--- config.mk ---
export PLATFORM = sky130hd
export DESIGN_NAME = mac_wakeup_jabber_status_regs
export DESIGN_NICKNAME = d
export VERILOG_FILES = /design/src/mac_wakeup_jabber_pkg.sv /design/src/mac_wakeup_jabber_status_regs.sv
export SDC_FILE = /design/constraint.sdc
export NUM_CORES = 1
export LEC_CHECK = 0
export BUFFER_PORTS_ARGS = -buffer_cell sky130_fd_sc_hd__buf_4
export CAP_MARGIN = 20
export CORE_AREA = 2 2 356 358
export DETAILED_ROUTE_END_ITERATION = 8
export DIE_AREA = 0 0 358 360
export PLACE_DENSITY_LB_ADDON = 0.3
export RECOVER_POWER = 50
export SLEW_MARGIN = 30
export SYNTH_ARGS = -nofsm -noshare
export SYNTH_HDL_FRONTEND = slang
export SYNTH_SLANG_ARGS = --single-unit
--- constraint.sdc ---
create_clock -name clk_sys -period 8.7 [get_ports clk_sys]
set_input_delay 0.435 -clock clk_sys [delete_from_list [all_inputs] [get_ports clk_sys]]
set_output_delay 0.435 -clock clk_sys [all_outputs]
set_load 0.03 [all_outputs]
--- src/mac_wakeup_jabber_pkg.sv ---
package mac_wakeup_jabber_pkg;
    localparam logic [7:0] ADDR_WAKE_PATTERN = 8'h70;
    localparam logic [7:0] ADDR_WDOG_JABBER = 8'h78;
    localparam logic [7:0] ADDR_AUX_STATUS = 8'h80;
    localparam logic [7:0] ADDR_AUX_IRQ_EN = 8'h84;
    localparam logic [7:0] ADDR_WAKE_READBACK = 8'h88;
    localparam int WAKE_PATTERNS = 5;
    localparam int WAKE_WORDS_PER_PATTERN = 5;
    localparam logic [4:0] WAKE_WORDS = 5'd25;
    localparam int WAKE_OFFSET_BITS = 8;
    localparam int BIT_RX_RELEASE_SEL = 5;
    localparam int BIT_RX_WDOG_OFF = 4;
    localparam int BIT_JABBER_TIME_SEL = 2;
    localparam int BIT_JABBER_IMMEDIATE = 1;
    localparam int BIT_JABBER_OFF = 0;
    localparam int BIT_TX_EARLY = 31;
    localparam int BIT_RX_EARLY = 30;
    localparam int BIT_XCVR_SUMMARY = 29;
    localparam int BIT_TX_DEFER = 28;
    localparam int BIT_PAUSE_RX = 26;
    localparam int BIT_BUS_ERR_LO = 23;
    localparam logic [31:0] IRQ_BITS_MASK = 32'hf400_0000;
    localparam logic [5:0] WDOG_JABBER_RESET = 6'h00;
    localparam logic [2:0] BUS_ERR_PARITY = 3'h0;
    localparam logic [2:0] BUS_ERR_MASTER_ABORT = 3'h1;
    localparam logic [2:0] BUS_ERR_TARGET_ABORT = 3'h2;
    // figures in their own units
    localparam int RX_RELEASE_SHORT_BITS = 24;
    localparam int RX_RELEASE_LONG_BITS = 48;
    localparam int RX_WDOG_BYTES = 2560;
    localparam int JABBER_BYTES = 2560;
    localparam int JABBER_FAST_US = 2600;
    localparam int JABBER_SLOW_US = 26000;
    localparam int REENABLE_FAST_US = 42000;
    localparam int REENABLE_SLOW_US = 420000;
    localparam int CLK_MHZ = 100;
    localparam int JABBER_FAST_CYC = JABBER_FAST_US * CLK_MHZ;
    localparam int JABBER_SLOW_CYC = JABBER_SLOW_US * CLK_MHZ;
    localparam int REENABLE_FAST_CYC = REENABLE_FAST_US * CLK_MHZ;
    localparam int REENABLE_SLOW_CYC = REENABLE_SLOW_US * CLK_MHZ;
    typedef struct packed {
        logic tx_moved;
        logic rx_first_desc;
        logic tx_deferred;
        logic pause_rx;
        logic pause_enabled;
        logic fatal_bus_error_flag;
        logic [2:0] bus_error_code;
    } mac_events_t;
    typedef struct packed {
        logic speed_100;
        logic tx_active;
        logic rx_carrier;
        logic bit_tick;
        logic byte_tick;
    } link_status_t;
endpackage

--- src/mac_wakeup_jabber_status_regs.sv ---
// Chosen here: the APB slave port.
`timescale 1ns/1ps
`default_nettype none
module mac_wakeup_jabber_status_regs
    import mac_wakeup_jabber_pkg::*;
#(
    parameter int JAB_FAST_CYC = JABBER_FAST_CYC,
    parameter int JAB_SLOW_CYC = JABBER_SLOW_CYC,
    parameter int REEN_FAST_CYC = REENABLE_FAST_CYC,
    parameter int REEN_SLOW_CYC = REENABLE_SLOW_CYC
) (
    input wire logic clk_sys,
    input wire logic arst_n,
    input wire logic psel,
    input wire logic penable,
    input wire logic pwrite,
    input wire logic [7:0] paddr,
    input wire logic [31:0] pwdata,
    output logic [31:0] prdata,
    output logic pready,
    output logic pslverr,
    input wire mac_events_t events,
    input wire link_status_t link,
    input wire logic [6:0] transceiver_irq_reg,
    output logic irq,
    output logic tx_enable,
    output logic jabber_expired,
    output logic rx_watchdog_expired,
    output logic [WAKE_PATTERNS*WAKE_WORDS_PER_PATTERN*32-1:0] wake_pattern_data
);

    ////////////////////////////////////////////////////////////////////////
    logic [31:0] wake_mem [WAKE_WORDS];
    logic [4:0] wake_ptr;
    logic [5:0] watchdog_jabber_control;
    logic [31:0] aux_irq_enable_reg;
    logic tx_early_flag, rx_early_flag, transceiver_irq_summary, tx_defer_flag, pause_rx_flag;
    logic [2:0] bus_error_kind;
    logic [31:0] supplementary_interrupt_status;
    logic wr, rd, mapped;
    logic [31:0] next_prdata;

    assign wr = psel && penable && pwrite && pready;
    assign rd = psel && !penable && !pwrite;
    assign mapped = paddr == ADDR_WAKE_PATTERN || paddr == ADDR_WDOG_JABBER
        || paddr == ADDR_AUX_STATUS || paddr == ADDR_AUX_IRQ_EN || paddr == ADDR_WAKE_READBACK;

    function automatic logic w1c(input logic q, input logic set, input logic clr);
        return set | (q & ~clr);
    endfunction

    ////////////////////////////////////////////////////////////////////////
    // no wait state: setup cycle decodes, access cycle answers
    always_ff @(posedge clk_sys or negedge arst_n) begin
        if (!arst_n) begin
            pready <= 1'b0;
            pslverr <= 1'b0;
            prdata <= 32'h0000_0000;
        end else begin
            pready <= psel && !penable;
            pslverr <= psel && !penable && !mapped;
            if (rd) begin
                prdata <= next_prdata;
            end
        end
    end

    always_comb begin
        next_prdata = 32'h0000_0000;
        unique case (paddr)
            ADDR_WDOG_JABBER: next_prdata = {26'h0, watchdog_jabber_control};
            ADDR_AUX_STATUS: next_prdata = supplementary_interrupt_status;
            ADDR_AUX_IRQ_EN: next_prdata = aux_irq_enable_reg;
            ADDR_WAKE_READBACK: next_prdata = {27'h0, wake_ptr};
            default: next_prdata = 32'h0000_0000;
        endcase
    end

    ////////////////////////////////////////////////////////////////////////
    // pointer wraps after the 25th word so a load after a full one starts at pattern one; a readback write also resets it
    always_ff @(posedge clk_sys or negedge arst_n) begin
        if (!arst_n) begin
            wake_ptr <= 5'h00;
        end else if (wr && paddr == ADDR_WAKE_PATTERN) begin
            wake_ptr <= (wake_ptr == WAKE_WORDS - 5'd1) ? 5'h00 : wake_ptr + 5'd1;
        end else if (wr && paddr == ADDR_WAKE_READBACK) begin
            wake_ptr <= 5'h00;
        end
    end

    always_ff @(posedge clk_sys) begin
        if (wr && paddr == ADDR_WAKE_PATTERN) begin
            wake_mem[wake_ptr] <= pwdata;
        end
    end

    genvar gi;
    generate
        for (gi = 0; gi < WAKE_WORDS; gi++) begin : g_wake
            always_ff @(posedge clk_sys or negedge arst_n) begin
                if (!arst_n) begin
                    wake_pattern_data[gi*32 +: 32] <= 32'h0000_0000;
                end else if ((gi % WAKE_WORDS_PER_PATTERN) == 4) begin
                    // crc in 31:16, offset in 7:0, reserved bits forced to zero
                    wake_pattern_data[gi*32 +: 32] <= {wake_mem[gi][31:16], 8'h00,
                        wake_mem[gi][WAKE_OFFSET_BITS-1:0]};
                end else begin
                    wake_pattern_data[gi*32 +: 32] <= wake_mem[gi];
                end
            end
        end
    endgenerate

    ////////////////////////////////////////////////////////////////////////
    always_ff @(posedge clk_sys or negedge arst_n) begin
        if (!arst_n) begin
            watchdog_jabber_control <= WDOG_JABBER_RESET;
            aux_irq_enable_reg <= 32'h0000_0000;
        end else if (wr && paddr == ADDR_WDOG_JABBER) begin
            watchdog_jabber_control <= pwdata[5:0] & 6'h37;
        end else if (wr && paddr == ADDR_AUX_IRQ_EN) begin
            aux_irq_enable_reg <= pwdata & IRQ_BITS_MASK;
        end
    end

    ////////////////////////////////////////////////////////////////////////
    logic clr_stat;
    assign clr_stat = wr && paddr == ADDR_AUX_STATUS;

    always_ff @(posedge clk_sys or negedge arst_n) begin
        if (!arst_n) begin
            tx_early_flag <= 1'b0;
            rx_early_flag <= 1'b0;
            tx_defer_flag <= 1'b0;
            pause_rx_flag <= 1'b0;
            transceiver_irq_summary <= 1'b0;
            bus_error_kind <= BUS_ERR_PARITY;
        end else begin
            tx_early_flag <= w1c(tx_early_flag,
                events.tx_moved && aux_irq_enable_reg[BIT_TX_EARLY],
                clr_stat && pwdata[BIT_TX_EARLY]);
            rx_early_flag <= w1c(rx_early_flag,
                events.rx_first_desc && aux_irq_enable_reg[BIT_RX_EARLY],
                clr_stat && pwdata[BIT_RX_EARLY]);
            tx_defer_flag <= w1c(tx_defer_flag, events.tx_deferred,
                clr_stat && pwdata[BIT_TX_DEFER]);
            pause_rx_flag <= w1c(pause_rx_flag, events.pause_rx && events.pause_enabled,
                clr_stat && pwdata[BIT_PAUSE_RX]);
            transceiver_irq_summary <= |transceiver_irq_reg;
            // captured only with the fatal flag, otherwise reads back as zero
            bus_error_kind <= events.fatal_bus_error_flag ? events.bus_error_code
                : BUS_ERR_PARITY;
        end
    end

    always_comb begin
        supplementary_interrupt_status = 32'h0000_0000;
        supplementary_interrupt_status[BIT_TX_EARLY] = tx_early_flag;
        supplementary_interrupt_status[BIT_RX_EARLY] = rx_early_flag;
        supplementary_interrupt_status[BIT_XCVR_SUMMARY] = transceiver_irq_summary;
        supplementary_interrupt_status[BIT_TX_DEFER] = tx_defer_flag;
        supplementary_interrupt_status[BIT_PAUSE_RX] = pause_rx_flag;
        supplementary_interrupt_status[BIT_BUS_ERR_LO +: 3] = bus_error_kind;
    end

    // error kind bits sit outside the mask so they cannot raise the line
    always_ff @(posedge clk_sys or negedge arst_n) begin
        if (!arst_n) begin
            irq <= 1'b0;
        end else begin
            irq <= |(supplementary_interrupt_status & aux_irq_enable_reg & IRQ_BITS_MASK);
        end
    end

    ////////////////////////////////////////////////////////////////////////
    // receive watchdog: counts bytes while carrier is up, releases after carrier drop
    logic [11:0] rx_bytes;
    logic [5:0] rx_release_bits;
    always_ff @(posedge clk_sys or negedge arst_n) begin
        if (!arst_n) begin
            rx_bytes <= 12'h000;
            rx_release_bits <= 6'h00;
            rx_watchdog_expired <= 1'b0;
        end else if (watchdog_jabber_control[BIT_RX_WDOG_OFF]) begin
            rx_bytes <= 12'h000;
            rx_release_bits <= 6'h00;
            rx_watchdog_expired <= 1'b0;
        end else if (link.rx_carrier) begin
            rx_release_bits <= 6'h00;
            if (link.byte_tick && rx_bytes != 12'hfff) begin
                rx_bytes <= rx_bytes + 12'd1;
            end
            if (rx_bytes >= 12'(RX_WDOG_BYTES)) begin
                rx_watchdog_expired <= 1'b1;
            end
        end else if (rx_watchdog_expired || rx_bytes != 12'h000) begin
            if (link.bit_tick) begin
                rx_release_bits <= rx_release_bits + 6'd1;
            end
            if (rx_release_bits >= (watchdog_jabber_control[BIT_RX_RELEASE_SEL]
                    ? 6'(RX_RELEASE_LONG_BITS) : 6'(RX_RELEASE_SHORT_BITS))) begin
                rx_watchdog_expired <= 1'b0;
                rx_bytes <= 12'h000;
                rx_release_bits <= 6'h00;
            end
        end
    end

    ////////////////////////////////////////////////////////////////////////
    // transmit jabber: one counter serves cut-off and the re-enable hold-off
    logic [31:0] jab_cnt;
    logic [31:0] jab_limit, reen_limit;
    always_comb begin
        if (watchdog_jabber_control[BIT_JABBER_TIME_SEL]) begin
            jab_limit = 32'(JABBER_BYTES);
        end else begin
            jab_limit = link.speed_100 ? 32'(JAB_FAST_CYC) : 32'(JAB_SLOW_CYC);
        end
        reen_limit = link.speed_100 ? 32'(REEN_FAST_CYC) : 32'(REEN_SLOW_CYC);
    end

    always_ff @(posedge clk_sys or negedge arst_n) begin
        if (!arst_n) begin
            jab_cnt <= 32'h0000_0000;
            jabber_expired <= 1'b0;
            tx_enable <= 1'b1;
        end else if (watchdog_jabber_control[BIT_JABBER_OFF]) begin
            jab_cnt <= 32'h0000_0000;
            jabber_expired <= 1'b0;
            tx_enable <= 1'b1;
        end else if (jabber_expired) begin
            if (watchdog_jabber_control[BIT_JABBER_IMMEDIATE] || jab_cnt >= reen_limit - 32'd1) begin
                jabber_expired <= 1'b0;
                tx_enable <= 1'b1;
                jab_cnt <= 32'h0000_0000;
            end else begin
                jab_cnt <= jab_cnt + 32'd1;
            end
        end else if (link.tx_active) begin
            if (!watchdog_jabber_control[BIT_JABBER_TIME_SEL] || link.byte_tick) begin
                jab_cnt <= jab_cnt + 32'd1;
            end
            if (jab_cnt >= jab_limit) begin
                jabber_expired <= 1'b1;
                tx_enable <= 1'b0;
                jab_cnt <= 32'h0000_0000;
            end
        end else begin
            jab_cnt <= 32'h0000_0000;
        end
    end

    ////////////////////////////////////////////////////////////////////////
    AST_TX_EARLY_SET: assert property (@(posedge clk_sys) disable iff (!arst_n)
        events.tx_moved && aux_irq_enable_reg[BIT_TX_EARLY] |=> tx_early_flag)
        else $error("tx early flag not set");
    AST_RX_EARLY_SET: assert property (@(posedge clk_sys) disable iff (!arst_n)
        events.rx_first_desc && aux_irq_enable_reg[BIT_RX_EARLY] |=> rx_early_flag)
        else $error("rx early flag not set");
    AST_XCVR_OR: assert property (@(posedge clk_sys) disable iff (!arst_n)
        ##1 transceiver_irq_summary == |$past(transceiver_irq_reg))
        else $error("transceiver summary wrong");
    AST_DEFER_SET: assert property (@(posedge clk_sys) disable iff (!arst_n)
        events.tx_deferred |=> tx_defer_flag)
        else $error("defer flag not set");
    AST_PAUSE_SET: assert property (@(posedge clk_sys) disable iff (!arst_n)
        events.pause_rx && events.pause_enabled |=> pause_rx_flag)
        else $error("pause flag not set");
    AST_FLAG_HOLD: assert property (@(posedge clk_sys) disable iff (!arst_n)
        pause_rx_flag && !(clr_stat && pwdata[BIT_PAUSE_RX]) |=> pause_rx_flag)
        else $error("latched flag dropped");
    AST_SET_WINS: assert property (@(posedge clk_sys) disable iff (!arst_n)
        events.tx_deferred && clr_stat && pwdata[BIT_TX_DEFER] |=> tx_defer_flag)
        else $error("clear beat set");
    AST_BET_ZERO: assert property (@(posedge clk_sys) disable iff (!arst_n)
        !events.fatal_bus_error_flag |=> bus_error_kind == BUS_ERR_PARITY)
        else $error("bus error kind without fatal flag");
    AST_JABBER_OFF: assert property (@(posedge clk_sys) disable iff (!arst_n)
        watchdog_jabber_control[BIT_JABBER_OFF] |=> tx_enable && !jabber_expired)
        else $error("jabber active while off");
    AST_NJ_IMMEDIATE: assert property (@(posedge clk_sys) disable iff (!arst_n)
        jabber_expired && watchdog_jabber_control[BIT_JABBER_IMMEDIATE] |=> tx_enable)
        else $error("no immediate re-enable");
    AST_WAKE_WRAP: assert property (@(posedge clk_sys) disable iff (!arst_n)
        wr && paddr == ADDR_WAKE_PATTERN && wake_ptr == 5'd24 |=> wake_ptr == 5'd0)
        else $error("wake pointer did not wrap");
    AST_TX_EARLY_GATED: assert property (@(posedge clk_sys) disable iff (!arst_n)
        !aux_irq_enable_reg[BIT_TX_EARLY] && !tx_early_flag |=> !tx_early_flag)
        else $error("tx early flag set while disabled");
    AST_RX_EARLY_GATED: assert property (@(posedge clk_sys) disable iff (!arst_n)
        !aux_irq_enable_reg[BIT_RX_EARLY] && !rx_early_flag |=> !rx_early_flag)
        else $error("rx early flag set while disabled");
    AST_PAUSE_GATED: assert property (@(posedge clk_sys) disable iff (!arst_n)
        !events.pause_enabled && !pause_rx_flag |=> !pause_rx_flag)
        else $error("pause flag set with pause function off");
    AST_TX_EARLY_CLEAR: assert property (@(posedge clk_sys) disable iff (!arst_n)
        clr_stat && pwdata[BIT_TX_EARLY] && !events.tx_moved |=> !tx_early_flag)
        else $error("tx early flag not cleared by write one");
    AST_BET_FOLLOWS: assert property (@(posedge clk_sys) disable iff (!arst_n)
        events.fatal_bus_error_flag |=> bus_error_kind == $past(events.bus_error_code))
        else $error("bus error kind not captured");
    AST_BET_NO_IRQ: assert property (@(posedge clk_sys) disable iff (!arst_n)
        !tx_early_flag && !rx_early_flag && !transceiver_irq_summary && !tx_defer_flag
        && !pause_rx_flag |=> !irq)
        else $error("interrupt raised without a latched event");
    AST_RXWD_OFF: assert property (@(posedge clk_sys) disable iff (!arst_n)
        watchdog_jabber_control[BIT_RX_WDOG_OFF] |=> !rx_watchdog_expired)
        else $error("rx watchdog active while off");
    AST_JABBER_CUTS: assert property (@(posedge clk_sys) disable iff (!arst_n)
        jabber_expired |-> !tx_enable)
        else $error("transmit enabled while jabber expired");
    AST_WAKE_STEP: assert property (@(posedge clk_sys) disable iff (!arst_n)
        wr && paddr == ADDR_WAKE_PATTERN && wake_ptr != 5'd24 |=> wake_ptr == $past(wake_ptr) + 5'd1)
        else $error("wake pointer did not step");
    AST_WAKE_RESERVED: assert property (@(posedge clk_sys) disable iff (!arst_n)
        wake_pattern_data[4*32+8 +: 8] == 8'h00)
        else $error("reserved bits of crc offset word not zero");
    COV_IRQ: cover property (@(posedge clk_sys) disable iff (!arst_n) $rose(irq));
    COV_SET_CLR: cover property (@(posedge clk_sys) disable iff (!arst_n)
        events.tx_moved && aux_irq_enable_reg[BIT_TX_EARLY] && clr_stat && pwdata[BIT_TX_EARLY]);
    COV_JABBER: cover property (@(posedge clk_sys) disable iff (!arst_n) $rose(jabber_expired));
    COV_RXWD: cover property (@(posedge clk_sys) disable iff (!arst_n) $fell(rx_watchdog_expired));
    COV_WAKE: cover property (@(posedge clk_sys) disable iff (!arst_n) wake_ptr == 5'd24);

endmodule
`default_nettype wire

Word-level counts from Yosys, hierarchy flattened --
Memory sizes are Yosys's and may differ from the RTL's. A register that Yosys moved wholly into a read port is not among the register bits. Index checks and enable logic that the tools add are counted.
Word-level totals: word-level logic and storage cells 165, memories kept 1, input bits 66, flip-flop bits (word level) 111, bits in writable memories 800, output and inout bits 838
Cells by class: $lt $le $gt $ge 4, reductions and logical operators 69, multiplexer cells 42, eq/ne operators 11, bitwise operators 14, add/sub/neg operators 5
Memory list:
- wake_mem | words 25, bits a word 32, read ports 25, clocked after Yosys merged registers in 25, wr ports 1, RTL line mac_wakeup_jabber_status_regs.sv:33 | logic [31:0] wake_mem [WAKE_WORDS];
Operators by type and width (count):
- $mux 32 | 6
- $pmux 32 s4 | 1
- $ge 32x32->1 | 2
- $mux 12 | 5
- $mux 22 | 2
- $mux 6 | 6
- $add 32x1->32 const B | 1
- $and 32x32->32 | 1
- $logic_not 1->1 | 29
- $sub 26x1->27 const B | 1
- $mux 26 | 1
- $eq 8x8->1 const B | 3
- $logic_and 1x1->1 | 19
- $mux 1 | 17
- $eq 8x7->1 const B | 2
- $mux 5 | 3
- $add 12x1->12 const B | 1
- $ge 12x12->1 const B | 1
- $ne 12x12->1 const B | 1
- $reduce_bool 12->1 | 1
- $reduce_bool 3->1 | 4
- $ne 3x1->1 const B | 3
- $reduce_and 3->1 | 3
- $logic_or 1x1->1 | 7
- other kinds (14) | 25

Depth between registers and ports, before layout --
depth in word-level cells 8, depth in mapped cells 11, depth with buffers taken out 9

Worst setup path before layout --
No wires, ideal clock.
path kind input to register, start input port paddr[2], end memory wake_mem[15][0] (enable), cell stages on the path 4, buffers on the path 0, setup time 0.421 ns, required time 8.279 ns, arrival 3.099 ns, setup slack 5.180 ns, cells stage by stage or3_1 -> nor4_2 -> nand2_1 -> nor2_1
On the way: longest elaborated chain between the ends 4
RTL lines:
- from (decl) | RTL line mac_wakeup_jabber_status_regs.sv:17 | input wire logic [7:0] paddr,
- $eq 8x7->1 | RTL line mac_wakeup_jabber_status_regs.sv:92 | if (wr && paddr == ADDR_WAKE_PATTERN) begin
- $logic_and 1x1->1 | RTL line mac_wakeup_jabber_status_regs.sv:92
- $mux 1 | RTL line mac_wakeup_jabber_status_regs.sv:92
- $mux 1 (not written as such) | RTL line mac_wakeup_jabber_status_regs.sv:93 | wake_mem[wake_ptr] <= pwdata;
- to (decl) | RTL line mac_wakeup_jabber_status_regs.sv:33
No other way between the ends.

==> metrics.cfg <==
[synthesis]
synth_top_cell_area_share_pct = 47.89
synth_area_sq_um = 47660
synth_area_per_cell_sq_um = 22.12
synth_cell_types = 62
yosysSeqAreaShare_pct = 92.68
yosysWarnings = 0
synth.most_common_cell = dfrtp_1
ys_ff_latch = 1613
synth_common_cells = dfrtp_1, edfxtp_1, buf_4
ys.flop_type = dfrtp_1
synth.largest_area_cell = edfxtp_1
synth_edf_count = 760
synth_area_leaders = edfxtp_1, dfrtp_1, buf_4, ha_1, nor2_1
synth_cells = 2154
async_flop_share_pct = 52.88

[clock_network]
h-tree-depth = 4
cts_resized = 0
cts.sinks = 1613
cts_root_buffer = clkbuf_16
cts_hold_buf = 28
cts_setup_buffers = 0
clkLatencyLatePin_ps = 780
clk_pin_slew_worst_paths_ps = 60
cts_tree = built
clockBufferDepth = 3
cts_made_buffers = 158

[final_layout]
syn_to_final_growth_pct = 28.13
drive_gt1_share_pct = 27.76
top_regs = wake_mem (760), wake_pattern_data (760), jab_cnt (32)
final_area_sq_um = 61060
fin_nets = 3313
fin_cells = 4997

[route]
wl_per_cell_microns = 26.66
drt-total-wl_mm = 133.2
drt_iter0_markers = 2069
drcViolationCount = 0
ant_nets = 0
vias = 23196
avgViaCountPerCell = 4.642
first_pass_iters = 5

[grt]
grt_usage_pct = 20.47
first_global_vias = 23259
grt_overflow = 0
grt_pass1_wl_mm = 182.4
grt_max_degree = 171
antenna_found_initial = 8

[timing]
skew_ps = 54.61
timing.hold.ws_ps = 84.53
worstMarginPinSlew_ps = 3589
setup_viol = 0
slew_headroom_pct = -139.3
rsz0062_at_grt = false
hold_violations = 0
fin_crit_ps = 4345
setup_tns_ps = 0
fmax_mhz = 230.2
finalCritPeriodShare_pct = 49.94
slew_violations = 568

[power]
powerDensity_nw_per_um2 = 246.7
peakVddDrop_mv = 0.1856
finalPower_mw = 15.06
p_leak_nw = 24.26

[min_path]
hold_class = primary input to register

[setup_path]
rr_worst_depth = 6
cp-end-kind = asynchronous set/reset pin
crit_fanout = 141
critPathArrivalTime_ps = 4400
cp-start-kind = primary input
crit_end = wake_pattern_data[641]
r2r_end = wake_mem[13][9]
ff2ff_setup_slack_ps = 5190
r2r_start = pready
critPathRequiredTime_ps = 8760
startpoint = arst_n
critical_path_class = primary input to asynchronous set/reset pin

[status]
outcome = finished with violations
violations = capacitance limit, slew limit

[floorplanning]
dieArea_sq_um = 128900
io_pins = 904
coreArea_sq_um = 124900
fp.dieW_microns = 358
die_h_microns = 360
initial_utilization_pct = 38.15
rows = 130

[placement]
hpwl_mm = 87.41
place_inst = 4673
postPlaceCellArea_sq_um = 56430
place.gp.congestion = 0.8391
placement.io_buffers = 845

[flow_run]
drv_cap = 15

==> worst max-delay path: stages <==
cell and delay [ps]:
dlygate4sd3_1 560, buf_8 580, clkbuf_2 2470
==> layout by cell type (no fill, tap or decap), types with 6 or more instances in the layout <==
cell and instances:
inv_6 6, or3_1 16, nor4_1 17, dlygate4sd3_1 28, clkinv_1 12, dfrtp_1 852, and3_1 6, a21o_1 6
o21a_1 6, buf_4 627, ha_1 34, nand2_1 52, a21oi_1 32, clkbuf_16 159, conb_1 63, clkbuf_1 287
clkbuf_8 25, xnor2_1 11, mux2_2 10, nor2_1 31, nor2_4 25, inv_1 27, nand4_1 18, o21ai_0 30
clkinv_2 21, buf_16 7, a22o_1 22, bufinv_16 8, or4_1 13, nor3_1 11, o31ai_1 12, edfxtp_1 760
nand3_1 17
==> logic make-up (layout without fill, tap and decap cells) <==
family	after synthesis	in the layout	share of synthesized area, %
AO/OA/AOI/OAI	130	130	1.809
XOR/XNOR	14	14	0.2573
adder cells (fa/ha/maj)	34	34	0.8927
buffers and inverters	103	1233	1.292
flip-flops	1613	1613	92.68
multiplexers	11	11	0.2573
other	1	64	0.007869
AND/OR/NAND/NOR	248	248	2.804
==> stage by stage <==
stage               worst slack, ps  util (%)
global route                   3529     48.88
detailed placement             5182     45.17
CTS                            5460     49.59
floorplan                      5180         -
finish                         4355     48.88
global placement               5230     45.04
==> layout make-up <==
type | instances | area [sq um]
clock inverters | 65 | 745.7
repair buffers | 913 | 6177
clock buffers | 228 | 4488
flip-flops and latches | 1613 | 44170
multi-input cells | 500 | 3313
well taps | 1650 | 2064
inverters | 27 | 101.3
fillers | 10392 | 63860
diodes | 1 | 2.502
==> routing by layer <==
metal,vias to the layer above,routed length [microns],GRT usage [%]
met2,936,65780,33.61
met4,0,4230,6.875
li1,9810,-,-
met1,12262,53870,26.49
met3,188,9352,5.267
met5,-,0,0
==> worst min-delay path by stage <==
stage,to,cells past startpoint,from
after floorplan,aux_irq_enable_reg[26],0,arst_n
after global placement,wake_pattern_data[168],0,wake_mem[5][8]
after detailed placement,wake_pattern_data[110],0,wake_mem[3][14]
after CTS,wake_mem[20][23],1,pwdata[23]
after global routing,pslverr,3,psel
final,pslverr,3,psel
==> report_power, final <==
part / internal, mW / leakage [nW] / switching [mW]
sequential: 8.01 / 16.9 / 0.0149
clock: 3.87 / 2.55 / 2.87
combinational: 0.0568 / 4.77 / 0.243
total: 11.9 / 24.3 / 3.13
(Power assumes the default switching activity.)
